===== src/cos_pkg.sv =====
package cos_pkg;

   localparam int          NUM_OBJ        = 32;
   localparam int          HALF_OBJ       = 16;
   localparam int          ADDR_W         = 32;
   localparam int          DATA_W         = 32;
   localparam int          DIV_W          = 4;
   localparam int          OBJ_IDX_W      = 5;

   // Register byte addresses
   localparam logic [31:0] ADDR_NEW_DATA_HIGH     = 32'h40050124;
   localparam logic [31:0] ADDR_INT_PENDING_LOW   = 32'h40050140;
   localparam logic [31:0] ADDR_INT_PENDING_HIGH  = 32'h40050144;
   localparam logic [31:0] ADDR_OBJ_VALID_LOW     = 32'h40050160;
   localparam logic [31:0] ADDR_OBJ_VALID_HIGH    = 32'h40050164;
   localparam logic [31:0] ADDR_CORE_CLOCK_DIV    = 32'h40050180;
   localparam logic [31:0] ADDR_IRQ_STATUS        = 32'h40050190;
   localparam logic [31:0] ADDR_IRQ_MASK          = 32'h40050194;
   localparam logic [31:0] ADDR_PENDING_ID        = 32'h40050198;

   // Field layout and reset values
   localparam int          FLAG_LSB       = 0;
   localparam int          FLAG_MSB       = 15;
   localparam int          DIV_LSB        = 0;
   localparam int          DIV_MSB        = 3;
   localparam logic [15:0] FLAG_RESET     = 16'h0000;
   localparam logic [3:0]  DIV_RESET      = 4'h0;
   localparam logic [2:0]  IRQ_RESET      = 3'h0;
   localparam logic [5:0]  ID_NONE        = 6'h00;

   // Interrupt status bit positions
   localparam int          IRQ_RX_BIT     = 0;
   localparam int          IRQ_TX_BIT     = 1;
   localparam int          IRQ_SW_BIT     = 2;
   localparam int          IRQ_W          = 3;

   localparam logic [1:0]  RESP_OKAY      = 2'h0;
   localparam logic [1:0]  RESP_SLVERR    = 2'h2;

   typedef enum logic [3:0]
   {
      MIS_NONE   = 4'h0,
      MIS_SET_ND = 4'h1,
      MIS_CLR_ND = 4'h2,
      MIS_SET_IP = 4'h3,
      MIS_CLR_IP = 4'h4,
      MIS_SET_OV = 4'h5,
      MIS_CLR_OV = 4'h6
   } cos_mis_cmd_t;

   // Message interface set command
   typedef struct packed
   {
      logic                 valid;
      cos_mis_cmd_t         cmd;
      logic [OBJ_IDX_W-1:0] obj;
   } cos_mis_req_t;

   // Message handler event
   typedef struct packed
   {
      logic                 rx_data;
      logic                 tx_done;
      logic [OBJ_IDX_W-1:0] obj;
   } cos_mh_evt_t;

   typedef enum logic [1:0]
   {
      RD_IDLE = 2'b01,
      RD_RESP = 2'b10
   } cos_rd_state_t;

endpackage


===== src/cos_status_regs.sv =====
`timescale 1ns/1ns
// Functional notes
// RULE1: New-data flags of objects 17..32 appear in bits 15:0, ascending order.
// RULE2: New-data flag set/cleared by interface set; handler sets on rx or tx done.
// RULE3: New-data 0 means nothing written since cleared; 1 means new data written.
// RULE4: Interrupt-pending flags 1..16 and 17..32 in bits 15:0 of two registers.
// RULE5: Handler sets pending flag on rx or tx; interface set sets or clears.
// RULE6: Pending flag changes are mirrored in the pending-interrupt identifier.
// RULE7: Object-valid flags 1..16 and 17..32 in bits 15:0 of two read-only registers.
// RULE8: Only the interface set changes an object-valid flag.
// RULE9: Handler events for objects whose valid flag is 0 are ignored.
// RULE10: Core clock enable rate is clock divided by divisor plus one.
// RULE11: Divisor is read/write and resets to zero, giving undivided clock.
// RULE12: All object status registers reset to zero; bits 31:16 read zero.
// RULE13: Handler status registers are read-only to the processor.
// RULE14: Writes to read-only status registers are ignored with an OKAY response.
module cos_status_regs
   import cos_pkg::*;
(
   input  wire logic                 aclk,
   input  wire logic                 aresetn,
   input  wire logic [ADDR_W-1:0]    s_axi_awaddr,
   input  wire logic                 s_axi_awvalid,
   output logic                      s_axi_awready,
   input  wire logic [DATA_W-1:0]    s_axi_wdata,
   input  wire logic [3:0]           s_axi_wstrb,
   input  wire logic                 s_axi_wvalid,
   output logic                      s_axi_wready,
   output logic [1:0]                s_axi_bresp,
   output logic                      s_axi_bvalid,
   input  wire logic                 s_axi_bready,
   input  wire logic [ADDR_W-1:0]    s_axi_araddr,
   input  wire logic                 s_axi_arvalid,
   output logic                      s_axi_arready,
   output logic [DATA_W-1:0]         s_axi_rdata,
   output logic [1:0]                s_axi_rresp,
   output logic                      s_axi_rvalid,
   input  wire logic                 s_axi_rready,
   input  wire cos_mis_req_t         mis_req,
   input  wire cos_mh_evt_t          mh_evt,
   output logic [NUM_OBJ-1:0]        new_data_flag,
   output logic [NUM_OBJ-1:0]        interrupt_pending_flag,
   output logic [NUM_OBJ-1:0]        object_valid_flag,
   output logic [5:0]                pending_id,
   output logic                      can_clk_en,
   output logic                      irq
);

   ////////////////////////////////////////////////////////////////////////
   // Object flags

   logic [NUM_OBJ-1:0] nd_reg;
   logic [NUM_OBJ-1:0] ip_reg;
   logic [NUM_OBJ-1:0] ov_reg;
   logic [5:0]         id_reg;
   logic [5:0]         id_next;
   logic               evt_ok;

   assign evt_ok = ov_reg[mh_evt.obj] & (mh_evt.rx_data | mh_evt.tx_done);  // [RULE9]

   genvar g;
   generate
      for (g = 0; g < NUM_OBJ; g++)
      begin : g_obj
         logic mis_hit;
         logic evt_hit;
         assign mis_hit = mis_req.valid && (mis_req.obj == OBJ_IDX_W'(g));
         assign evt_hit = evt_ok && (mh_evt.obj == OBJ_IDX_W'(g));

         always_ff @(posedge aclk)
         begin
            if (!aresetn)
               nd_reg[g] <= 1'b0;  // [RULE12]
            else if (evt_hit)
               nd_reg[g] <= 1'b1;  // [RULE2] [RULE3]
            else if (mis_hit && mis_req.cmd == MIS_SET_ND)
               nd_reg[g] <= 1'b1;  // [RULE2]
            else if (mis_hit && mis_req.cmd == MIS_CLR_ND)
               nd_reg[g] <= 1'b0;  // [RULE3]
         end

         always_ff @(posedge aclk)
         begin
            if (!aresetn)
               ip_reg[g] <= 1'b0;  // [RULE12]
            else if (evt_hit)
               ip_reg[g] <= 1'b1;  // [RULE5]
            else if (mis_hit && mis_req.cmd == MIS_SET_IP)
               ip_reg[g] <= 1'b1;  // [RULE5]
            else if (mis_hit && mis_req.cmd == MIS_CLR_IP)
               ip_reg[g] <= 1'b0;  // [RULE5]
         end

         always_ff @(posedge aclk)
         begin
            if (!aresetn)
               ov_reg[g] <= 1'b0;  // [RULE12]
            else if (mis_hit && mis_req.cmd == MIS_SET_OV)
               ov_reg[g] <= 1'b1;  // [RULE8]
            else if (mis_hit && mis_req.cmd == MIS_CLR_OV)
               ov_reg[g] <= 1'b0;  // [RULE8]
         end
      end
   endgenerate

   // Lowest pending object number, 0 when none
   always_comb
   begin
      id_next = ID_NONE;
      for (int i = NUM_OBJ - 1; i >= 0; i--)
         if (ip_reg[i])
            id_next = 6'(i + 1);  // [RULE6]
   end

   always_ff @(posedge aclk)
   begin
      if (!aresetn)
         id_reg <= ID_NONE;
      else
         id_reg <= id_next;  // [RULE6]
   end

   always_ff @(posedge aclk)
   begin
      if (!aresetn)
      begin
         new_data_flag          <= '0;
         interrupt_pending_flag <= '0;
         object_valid_flag      <= '0;
         pending_id             <= ID_NONE;
      end
      else
      begin
         new_data_flag          <= nd_reg;
         interrupt_pending_flag <= ip_reg;
         object_valid_flag      <= ov_reg;
         pending_id             <= id_reg;
      end
   end

   ////////////////////////////////////////////////////////////////////////
   // Core clock divider

   logic [DIV_W-1:0] div_reg;
   logic [DIV_W-1:0] cnt_reg;

   always_ff @(posedge aclk)
   begin
      if (!aresetn)
      begin
         cnt_reg    <= '0;
         can_clk_en <= 1'b0;
      end
      else if (cnt_reg >= div_reg)
      begin
         cnt_reg    <= '0;
         can_clk_en <= 1'b1;  // [RULE10]
      end
      else
      begin
         cnt_reg    <= cnt_reg + 4'h1;
         can_clk_en <= 1'b0;  // [RULE10]
      end
   end

   ////////////////////////////////////////////////////////////////////////
   // Interrupt status and mask

   logic [IRQ_W-1:0] irq_stat_reg;
   logic [IRQ_W-1:0] irq_mask_reg;
   logic [IRQ_W-1:0] irq_set;
   logic             sw_ip_change;

   assign sw_ip_change = mis_req.valid && (mis_req.cmd == MIS_SET_IP || mis_req.cmd == MIS_CLR_IP);
   assign irq_set      = {sw_ip_change, evt_ok & mh_evt.tx_done, evt_ok & mh_evt.rx_data};

   ////////////////////////////////////////////////////////////////////////
   // AXI4-Lite write path

   logic [ADDR_W-1:0] aw_addr_reg;
   logic              aw_have_reg;
   logic [DATA_W-1:0] w_data_reg;
   logic [3:0]        w_strb_reg;
   logic              w_have_reg;
   logic              wr_do;

   assign wr_do = aw_have_reg && w_have_reg && !s_axi_bvalid;

   always_ff @(posedge aclk)
   begin
      s_axi_awready <= aresetn && !aw_have_reg && !(s_axi_awvalid && s_axi_awready)
                       && !(s_axi_bvalid && !s_axi_bready);
      s_axi_wready  <= aresetn && !w_have_reg && !(s_axi_wvalid && s_axi_wready)
                       && !(s_axi_bvalid && !s_axi_bready);
   end

   always_ff @(posedge aclk)
   begin
      if (!aresetn)
      begin
         aw_have_reg <= 1'b0;
         aw_addr_reg <= '0;
      end
      else if (s_axi_awvalid && s_axi_awready)
      begin
         aw_have_reg <= 1'b1;
         aw_addr_reg <= s_axi_awaddr;
      end
      else if (wr_do)
         aw_have_reg <= 1'b0;
   end

   always_ff @(posedge aclk)
   begin
      if (!aresetn)
      begin
         w_have_reg <= 1'b0;
         w_data_reg <= '0;
         w_strb_reg <= '0;
      end
      else if (s_axi_wvalid && s_axi_wready)
      begin
         w_have_reg <= 1'b1;
         w_data_reg <= s_axi_wdata;
         w_strb_reg <= s_axi_wstrb;
      end
      else if (wr_do)
         w_have_reg <= 1'b0;
   end

   logic wr_known;

   always_comb
   begin
      case (aw_addr_reg)
         ADDR_NEW_DATA_HIGH, ADDR_INT_PENDING_LOW, ADDR_INT_PENDING_HIGH,
         ADDR_OBJ_VALID_LOW, ADDR_OBJ_VALID_HIGH, ADDR_PENDING_ID,
         ADDR_CORE_CLOCK_DIV, ADDR_IRQ_STATUS, ADDR_IRQ_MASK:
            wr_known = 1'b1;  // [RULE13] [RULE14]
         default:
            wr_known = 1'b0;
      endcase
   end

   always_ff @(posedge aclk)
   begin
      if (!aresetn)
         div_reg <= DIV_RESET;  // [RULE11]
      else if (wr_do && aw_addr_reg == ADDR_CORE_CLOCK_DIV && w_strb_reg[0])
         div_reg <= w_data_reg[DIV_MSB:DIV_LSB];  // [RULE11]
   end

   always_ff @(posedge aclk)
   begin
      if (!aresetn)
         irq_mask_reg <= IRQ_RESET;
      else if (wr_do && aw_addr_reg == ADDR_IRQ_MASK && w_strb_reg[0])
         irq_mask_reg <= w_data_reg[IRQ_W-1:0];
   end

   // Set wins over write-one-to-clear
   always_ff @(posedge aclk)
   begin
      if (!aresetn)
         irq_stat_reg <= IRQ_RESET;
      else if (wr_do && aw_addr_reg == ADDR_IRQ_STATUS && w_strb_reg[0])
         irq_stat_reg <= (irq_stat_reg & ~w_data_reg[IRQ_W-1:0]) | irq_set;
      else
         irq_stat_reg <= irq_stat_reg | irq_set;
   end

   always_ff @(posedge aclk)
   begin
      if (!aresetn)
         irq <= 1'b0;
      else
         irq <= |(irq_stat_reg & irq_mask_reg);
   end

   always_ff @(posedge aclk)
   begin
      if (!aresetn)
      begin
         s_axi_bvalid <= 1'b0;
         s_axi_bresp  <= RESP_OKAY;
      end
      else if (wr_do)
      begin
         s_axi_bvalid <= 1'b1;
         s_axi_bresp  <= wr_known ? RESP_OKAY : RESP_SLVERR;  // [RULE14]
      end
      else if (s_axi_bready)
         s_axi_bvalid <= 1'b0;
   end

   ////////////////////////////////////////////////////////////////////////
   // AXI4-Lite read path

   cos_rd_state_t     rd_state;
   logic [DATA_W-1:0] rd_data;
   logic              rd_known;

   always_comb
   begin
      rd_data  = '0;  // [RULE12]
      rd_known = 1'b1;
      case (s_axi_araddr)
         ADDR_NEW_DATA_HIGH:    rd_data[FLAG_MSB:FLAG_LSB] = nd_reg[NUM_OBJ-1:HALF_OBJ];  // [RULE1]
         ADDR_INT_PENDING_LOW:  rd_data[FLAG_MSB:FLAG_LSB] = ip_reg[HALF_OBJ-1:0];  // [RULE4]
         ADDR_INT_PENDING_HIGH: rd_data[FLAG_MSB:FLAG_LSB] = ip_reg[NUM_OBJ-1:HALF_OBJ];  // [RULE4]
         ADDR_OBJ_VALID_LOW:    rd_data[FLAG_MSB:FLAG_LSB] = ov_reg[HALF_OBJ-1:0];  // [RULE7]
         ADDR_OBJ_VALID_HIGH:   rd_data[FLAG_MSB:FLAG_LSB] = ov_reg[NUM_OBJ-1:HALF_OBJ];  // [RULE7]
         ADDR_CORE_CLOCK_DIV:   rd_data[DIV_MSB:DIV_LSB] = div_reg;
         ADDR_IRQ_STATUS:       rd_data[IRQ_W-1:0] = irq_stat_reg;
         ADDR_IRQ_MASK:         rd_data[IRQ_W-1:0] = irq_mask_reg;
         ADDR_PENDING_ID:       rd_data[5:0] = id_reg;  // [RULE6]
         default:               rd_known = 1'b0;
      endcase
   end

   always_ff @(posedge aclk)
   begin
      if (!aresetn)
      begin
         rd_state     <= RD_IDLE;
         s_axi_arready <= 1'b1;
         s_axi_rvalid <= 1'b0;
         s_axi_rdata  <= '0;
         s_axi_rresp  <= RESP_OKAY;
      end
      else
      begin
         case (rd_state)
            RD_IDLE:
               if (s_axi_arvalid && s_axi_arready)
               begin
                  rd_state     <= RD_RESP;
                  s_axi_arready <= 1'b0;
                  s_axi_rvalid <= 1'b1;
                  s_axi_rdata  <= rd_data;
                  s_axi_rresp  <= rd_known ? RESP_OKAY : RESP_SLVERR;
               end
            RD_RESP:
               if (s_axi_rready)
               begin
                  rd_state     <= RD_IDLE;
                  s_axi_arready <= 1'b1;
                  s_axi_rvalid <= 1'b0;
               end
            default:
               rd_state <= RD_IDLE;
         endcase
      end
   end
endmodule

===== config.mk =====
export PLATFORM = sky130hd
export DESIGN_NAME = cos_status_regs
export DESIGN_NICKNAME = d
export VERILOG_FILES = /design/src/cos_pkg.sv /design/src/cos_status_regs.sv
export SDC_FILE = /design/constraint.sdc
export NUM_CORES = 1
export LEC_CHECK = 0
export BUFFER_PORTS_ARGS = -buffer_cell sky130_fd_sc_hd__clkbuf_2
export CORE_AREA = 3 3 175 177
export CTS_CLUSTER_SIZE = 10
export DETAILED_ROUTE_END_ITERATION = 6
export DIE_AREA = 0 0 178 180
export GPL_TIMING_DRIVEN = 0
export PLACE_DENSITY_LB_ADDON = 0.12
export SYNTH_ARGS = -nofsm -noshare
export SYNTH_HDL_FRONTEND = slang
export SYNTH_SLANG_ARGS = --single-unit

===== constraint.sdc =====
create_clock -name aclk -period 1.7 [get_ports aclk]
set_input_delay 0.34 -clock aclk [delete_from_list [all_inputs] [get_ports aclk]]
set_output_delay 0.34 -clock aclk [all_outputs]
set_load 0.05 [all_outputs]

==> impl_metrics.tcl, run 1 <==
set metrics [dict create \
    synth_compound_area_share_pct 19.4 \
    syn2layout_area_growth_pct 25.2 \
    synth-seq-cells 284 \
    post_synth_fa_ha_maj_area_fraction_pct 0.623 \
    cp.required_ns 2.11 \
    first_pass_iters 5 \
    final_cells 2004 \
    synth_edf_count 0 \
    async_flop_share_pct 0 \
    ir_drop_mv 0.640 \
    clockRootBuffer "clkbuf_16" \
    port_buffers 218 \
    wl_per_cell_um 21.0 \
    core_area_um2 29400 \
    rsz0062_at_grt "true" \
    synth_flop_cell "dfxtp_1" \
    arrival_ns 2.13 \
    hp-class "primary input to register" \
    place_congestion 0.961 \
    rows 63 \
    die_y_um 180 \
    dp_slack_ns -0.949 \
    synth_top_family_by_area "simple AND/OR/NAND/NOR gates" \
    vias 10800 \
    yosys.area_share.simple_pct 22.3 \
    drv_cap 0 \
    cp-start-kind "primary input" \
    io_pins 269 \
    avgSynthCellArea_um2 8.78 \
    clockBufferDepth 3 \
    yosys.cell_types.count 70 \
    fin_skew_ns 0.0212 \
    reg2reg_from "ip_reg[16]$_SDFFE_PN0P_" \
    cts_buffers 34 \
    initial_core_util_pct 39.6 \
    htreeDepth 2 \
    fin_area_um2 14600 \
    postCtsHoldBufs 0 \
    timing.hold.ws_ns 0.0571 \
    timing.critical_path.from "mis_req[1]" \
    setup-violations-final 5 \
    viasPerCell 5.40 \
    dieArea_um2 32000 \
    dp_hpwl_um 32100 \
    violations "negative setup slack" \
    die_x_um 178 \
    netlist.area_leader.share_pct 48.8 \
    post-synth-top-count-cell "dfxtp_1" \
    endpoint_kind "register" \
    drt-initial-drc-count 864 \
    worst_slack_ns -0.0193 \
    antenna_found_initial 1 \
    worst_pin_slew_ns 0.969 \
    r2r_end "s_axi_rdata[0]$_SDFFE_PN0P_" \
    synthTopCellsByCount "dfxtp_1, nand2_1, o21ai_0, and2_1, a21oi_1" \
    grt_pass1_vias 10400 \
    drc 0 \
    worst-setup-path-type "primary input to register" \
    ant_nets 0 \
    period_share_pct 101 \
    slew_headroom_pct 35.2 \
    maxSlewViolCount 0 \
    grt_start_max_net_pins 11 \
    grt_pass1_wl_um 62600 \
    status "finished, violations left" \
    cellPowerDensity_nw_per_um2 971 \
    cts_tree "built" \
    path_clk_slew_ns 0.06 \
    synth.area.top_cells "dfxtp_1, o21ai_0, nand2_1, and2_1, a21oi_1" \
    yosysSeqAreaShare_pct 48.8 \
    netlist_instances 1328 \
    min_period_ns 1.72 \
    power.leakage_nw 5.82 \
    hold_viol_final 0 \
    dp_cells 1953 \
    fmax_mhz 582 \
    ys_warn_count 0 \
    drive_above_1_share_pct 23.1 \
    ff2ff_path_depth 5 \
    netlist_area_um2 11700 \
    placed_area_um2 13400 \
    totalWireLength_um 42100 \
    cp_max_fo 8 \
    synth_mux_area_share_pct 4.35 \
    clkLatencyLatePin_ns 0.51 \
    synthXorXnorAreaFrac_pct 0.150 \
    fin_nets 1738 \
    r2r_slack_ns -0.01 \
    gr-total-overflow 0 \
    crit_path_end "nd_reg[16]$_SDFFE_PN0P_" \
    cts.sink_count 284 \
    yosysTopAreaCell "dfxtp_1" \
    grt_use_total_pct 25.5 \
]
[power breakdown]
group          switching, mW  internal [mW]
registers             0.0608           6.74
logic                  0.705          0.306
clock network           2.62           3.73
total                   3.39           10.8
[metal layers]
metal / track usage (%) / share of wire (%) / vias to the layer above / wire length, um
met5: 0 / 0 / - / 0
met4: 8.73 / 3.1 / 0 / 1320
met3: 3.82 / 6.9 / 77 / 2910
met2: 41.2 / 46 / 412 / 19500
met1: 34.8 / 44 / 5123 / 18400
li1: - / - / 5210 / -
[final cells by class]
cell class	count	area, um^2
fill	2871	14800
multi-input combinational	947	5720
sequential	284	5700
timing repair buffer	228	1200
clock buffer	39	911
tap	390	488
buffer	94	478
inverter	20	75.1
clock inverter	1	8.76
antenna	1	2.50
[critical path, stage by stage]
cell and delay [ns]:
clkbuf_2 0.13, nor2_1 0.76, nand2_1 0.33, o21ai_0 0.26
o21ai_0 0.12, a21o_1 0.19
[through the flow]
| stage | power (mW) | utilization, % | TNS (ns) |
|---|---|---|---|
| 2_1_floorplan | 7.52 | - | 0 |
| 3_3_place_gp | 7.91 | 45.5 | -111.84 |
| 3_5_place_dp | 7.92 | 45.5 | -114.51 |
| 4_1_cts | 14.3 | 49.2 | -0.0989 |
| 5_1_grt | 14.6 | 49.6 | -1.11 |
| 6_report | 14.2 | 49.6 | -0.0589 |
[worst min path at each step]
stage	startpoint	to	cells after the start
3_3_place_gp	aw_addr_reg[18]$_SDFFE_PN0P_	aw_addr_reg[18]$_SDFFE_PN0P_	2
4_1_cts	s_axi_awaddr[17]	aw_addr_reg[17]$_SDFFE_PN0P_	3
6_report	s_axi_awaddr[22]	aw_addr_reg[22]$_SDFFE_PN0P_	3
2_1_floorplan	id_reg[0]$_SDFF_PN0_	pending_id[0]$_SDFF_PN0_	1
5_1_grt	s_axi_awaddr[22]	aw_addr_reg[22]$_SDFFE_PN0P_	3
3_5_place_dp	nd_reg[9]$_SDFFE_PN0P_	new_data_flag[9]$_SDFF_PN0_	1
[timing repair]
item / 4_1_cts / 5_1_grt
resized for setup: 39 / 21
buffers inserted: 5 / 5
pin swaps: 6 / 14
endpoints found under the setup margin: 92 / 38
[layout by cell type (no fill, tap or decap), types with 5 or more instances in the layout]
| cell | count |
|---|---|
| nor3_1 | 9 |
| and2_1 | 103 |
| nor3b_1 | 5 |
| clkbuf_16 | 35 |
| mux2i_1 | 18 |
| nand2_1 | 186 |
| buf_4 | 25 |
| a31oi_1 | 33 |
| conb_1 | 18 |
| a21oi_1 | 70 |
| inv_1 | 20 |
| nand3_1 | 26 |
| clkbuf_2 | 228 |
| ha_1 | 5 |
| and3_1 | 5 |
| nor2_1 | 67 |
| buf_6 | 6 |
| nor2b_1 | 10 |
| mux4_2 | 8 |
| dfxtp_2 | 12 |
| nand2b_1 | 9 |
| a22o_1 | 20 |
| dfxtp_1 | 271 |
| nor4b_1 | 6 |
| a221oi_1 | 5 |
| nor4_1 | 6 |
| nand4_1 | 6 |
| o21ai_0 | 174 |
| o2bb2ai_1 | 15 |
| or3_1 | 6 |
| mux2_2 | 13 |
| nand3b_1 | 13 |
| clkbuf_1 | 56 |
| a21o_1 | 10 |
| o31ai_1 | 9 |
| o21ai_1 | 13 |
[cells by family (layout without fill, tap and decap cells)]
logic type | count (synthesis) | in the layout
AO/OA/AOI/OAI | 383 | 383
other | 1 | 19
buffers and inverters | 114 | 382
AND/OR/NAND/NOR | 499 | 499
XOR/XNOR | 2 | 2
flip-flops | 284 | 284
multiplexers | 39 | 39
adder cells (fa/ha/maj) | 6 | 6
No activity file was read; power rests on OpenSTA's default activity.
==> inputs of run 2 (changes only) <==
--- a/config.mk
+++ b/config.mk
@@ -6,10 +6,10 @@
 export NUM_CORES = 1
 export LEC_CHECK = 0
 export BUFFER_PORTS_ARGS = -buffer_cell sky130_fd_sc_hd__clkbuf_2
-export CORE_AREA = 3 3 175 177
+export CORE_AREA = 3 3 159 161
 export CTS_CLUSTER_SIZE = 10
 export DETAILED_ROUTE_END_ITERATION = 6
-export DIE_AREA = 0 0 178 180
+export DIE_AREA = 0 0 162 164
 export GPL_TIMING_DRIVEN = 0
 export PLACE_DENSITY_LB_ADDON = 0.12
 export SYNTH_ARGS = -nofsm -noshare
==> impl_metrics.tcl, run 2 (same netlist as run 1, synthesis figures left out) <==
set metrics [dict create \
    violations "negative setup slack" \
    cts_buffers 35 \
    period_share_pct 104 \
    clkLatencyLatePin_ns 0.51 \
    final_common_cell "dfxtp_1" \
    grt_pass1_wl_um 60000 \
    critical_path.top_delay_family "simple AND/OR/NAND/NOR gates" \
    io_pins 269 \
    rows 57 \
    clockBufferDepth 3 \
    path_buf_inv 2 \
    grt_use_total_pct 29.2 \
    cpMaxStageDelayCell "dfxtp_2" \
    worst_slack_ns -0.0742 \
    worst-setup-path-type "register to register" \
    timing.hold.ws_ns 0.0476 \
    drive_above_1_share_pct 23.0 \
    core_area_um2 24100 \
    die_y_um 164 \
    drt-initial-drc-count 1242 \
    slew_headroom_pct 49.6 \
    critPathMaxStageDelay_ns 0.33 \
    first_pass_iters 5 \
    wl_per_cell_um 20.4 \
    dp_cells 1887 \
    grt_start_max_net_pins 11 \
    postCtsHoldBufs 0 \
    cp_max_fo 4 \
    ir_drop_mv 0.688 \
    place_congestion 0.981 \
    arrival_ns 2.15 \
    die_x_um 162 \
    drv_cap 0 \
    vias 11100 \
    min_delay_path_depth 3 \
    worst-path-stages 7 \
    power.leakage_nw 5.83 \
    clockRootBuffer "clkbuf_16" \
    grt_pass1_vias 10400 \
    hold_viol_final 0 \
    setup-violations-final 9 \
    crit_chain "nor4bb_4 -> nand4_1 -> buf_6 -> buf_4 -> nor4_4 -> mux2i_1 -> nor2_1" \
    endpoint_kind "register" \
    total_power_mw 14.4 \
    path_clk_slew_ns 0.05 \
    dieArea_um2 26600 \
    hp-class "primary input to register" \
    drc 0 \
    cp.required_ns 2.08 \
    maxSlewViolCount 0 \
    cts.sink_count 284 \
    status "finished, violations left" \
    cts_tree "built" \
    fin_nets 1737 \
    final_cells 1942 \
    rsz0062_at_grt "true" \
    viasPerCell 5.69 \
    final_cell_mix "dfxtp_1, clkbuf_2, nand2_1" \
    gr-total-overflow 0 \
    syn2layout_area_growth_pct 24.9 \
    port_buffers 218 \
    min_period_ns 1.77 \
    initial_core_util_pct 48.3 \
    ant_nets 0 \
    ff2ff_path_depth 7 \
    totalWireLength_um 39700 \
    antenna_found_initial 2 \
    worst_pin_slew_ns 0.755 \
    htreeDepth 2 \
    cp-start-kind "register" \
    fin_skew_ns 0.0233 \
    cellPowerDensity_nw_per_um2 992 \
    dp_hpwl_um 29700 \
    fmax_mhz 564 \
]
==> run 2: worst register-to-register path: stages, from the launching register on <==
cell and delay (ns):
dfxtp_2 0.33, nor4bb_4 0.30, nand4_1 0.15, buf_6 0.16, buf_4 0.14, nor4_4 0.26, mux2i_1 0.25, nor2_1 0.06
==> run 2: repair_timing <==
action	CTS	global route
resized for setup	32	24
buffers inserted	5	3
setup endpoints to repair	48	82
pin swaps	7	10
==> run 2: path summary, 6_finish.rpt <==
path | start | endpoint | slack [ns]
setup / recovery | aw_addr_reg[17]$_SDFFE_PN0P_ | irq_mask_reg[2]$_SDFFE_PN0P_ | -0.07
hold / removal | s_axi_awaddr[21] | aw_addr_reg[21]$_SDFFE_PN0P_ | 0.05
hold reg to reg | cnt_reg[0]$_SDFF_PP0_ | cnt_reg[0]$_SDFF_PP0_ | 0.44
setup reg to reg | aw_addr_reg[17]$_SDFFE_PN0P_ | irq_mask_reg[2]$_SDFFE_PN0P_ | -0.07
==> run 2: stage by stage <==
stage	utilization [%]	setup WS (ns)	cell area, um^2	setup TNS, ns
5_1_grt	60.4	-0.178	14600	-1.64
6_report	60.4	-0.0742	14600	-0.485
2_1_floorplan	-	0.000333	11800	0
3_3_place_gp	55.1	-0.798	13300	-89.58
4_1_cts	59.9	-0.0306	14400	-0.0960
3_5_place_dp	55.1	-0.740	13300	-90.08
==> run 2: cell type report <==
class                           instances  area, um^2
Antenna cell                            1        2.50
Timing Repair Buffer                  226        1180
Tap cell                              324         405
Buffer                                 94         473
Sequential cell                       284        5700
Clock buffer                           45         986
Inverter                               20        75.1
Fill cell                            2220        9550
Multi-Input combinational cell        947        5730
Clock inverter                          1        7.51
==> run 2: metal layers <==
layer  global-route usage [%]  vias up  share of wire [%]
met2                     47.4      610                 46
met4                     10.2        2                3.0
met3                     5.42       81                9.5
met1                     39.4     5145                 41
met5                        0        -              0.033
li1                         -     5219                  -
==> run 2: power by group <==
| group | total [mW] | internal [mW] | switching, mW | leakage, nW |
|---|---|---|---|---|
| logic | 1.01 | 0.309 | 0.699 | 3.05 |
| registers | 6.80 | 6.74 | 0.0623 | 2.30 |
| clock network | 6.63 | 4.00 | 2.63 | 0.484 |
| total | 14.4 | 11.0 | 3.39 | 5.83 |
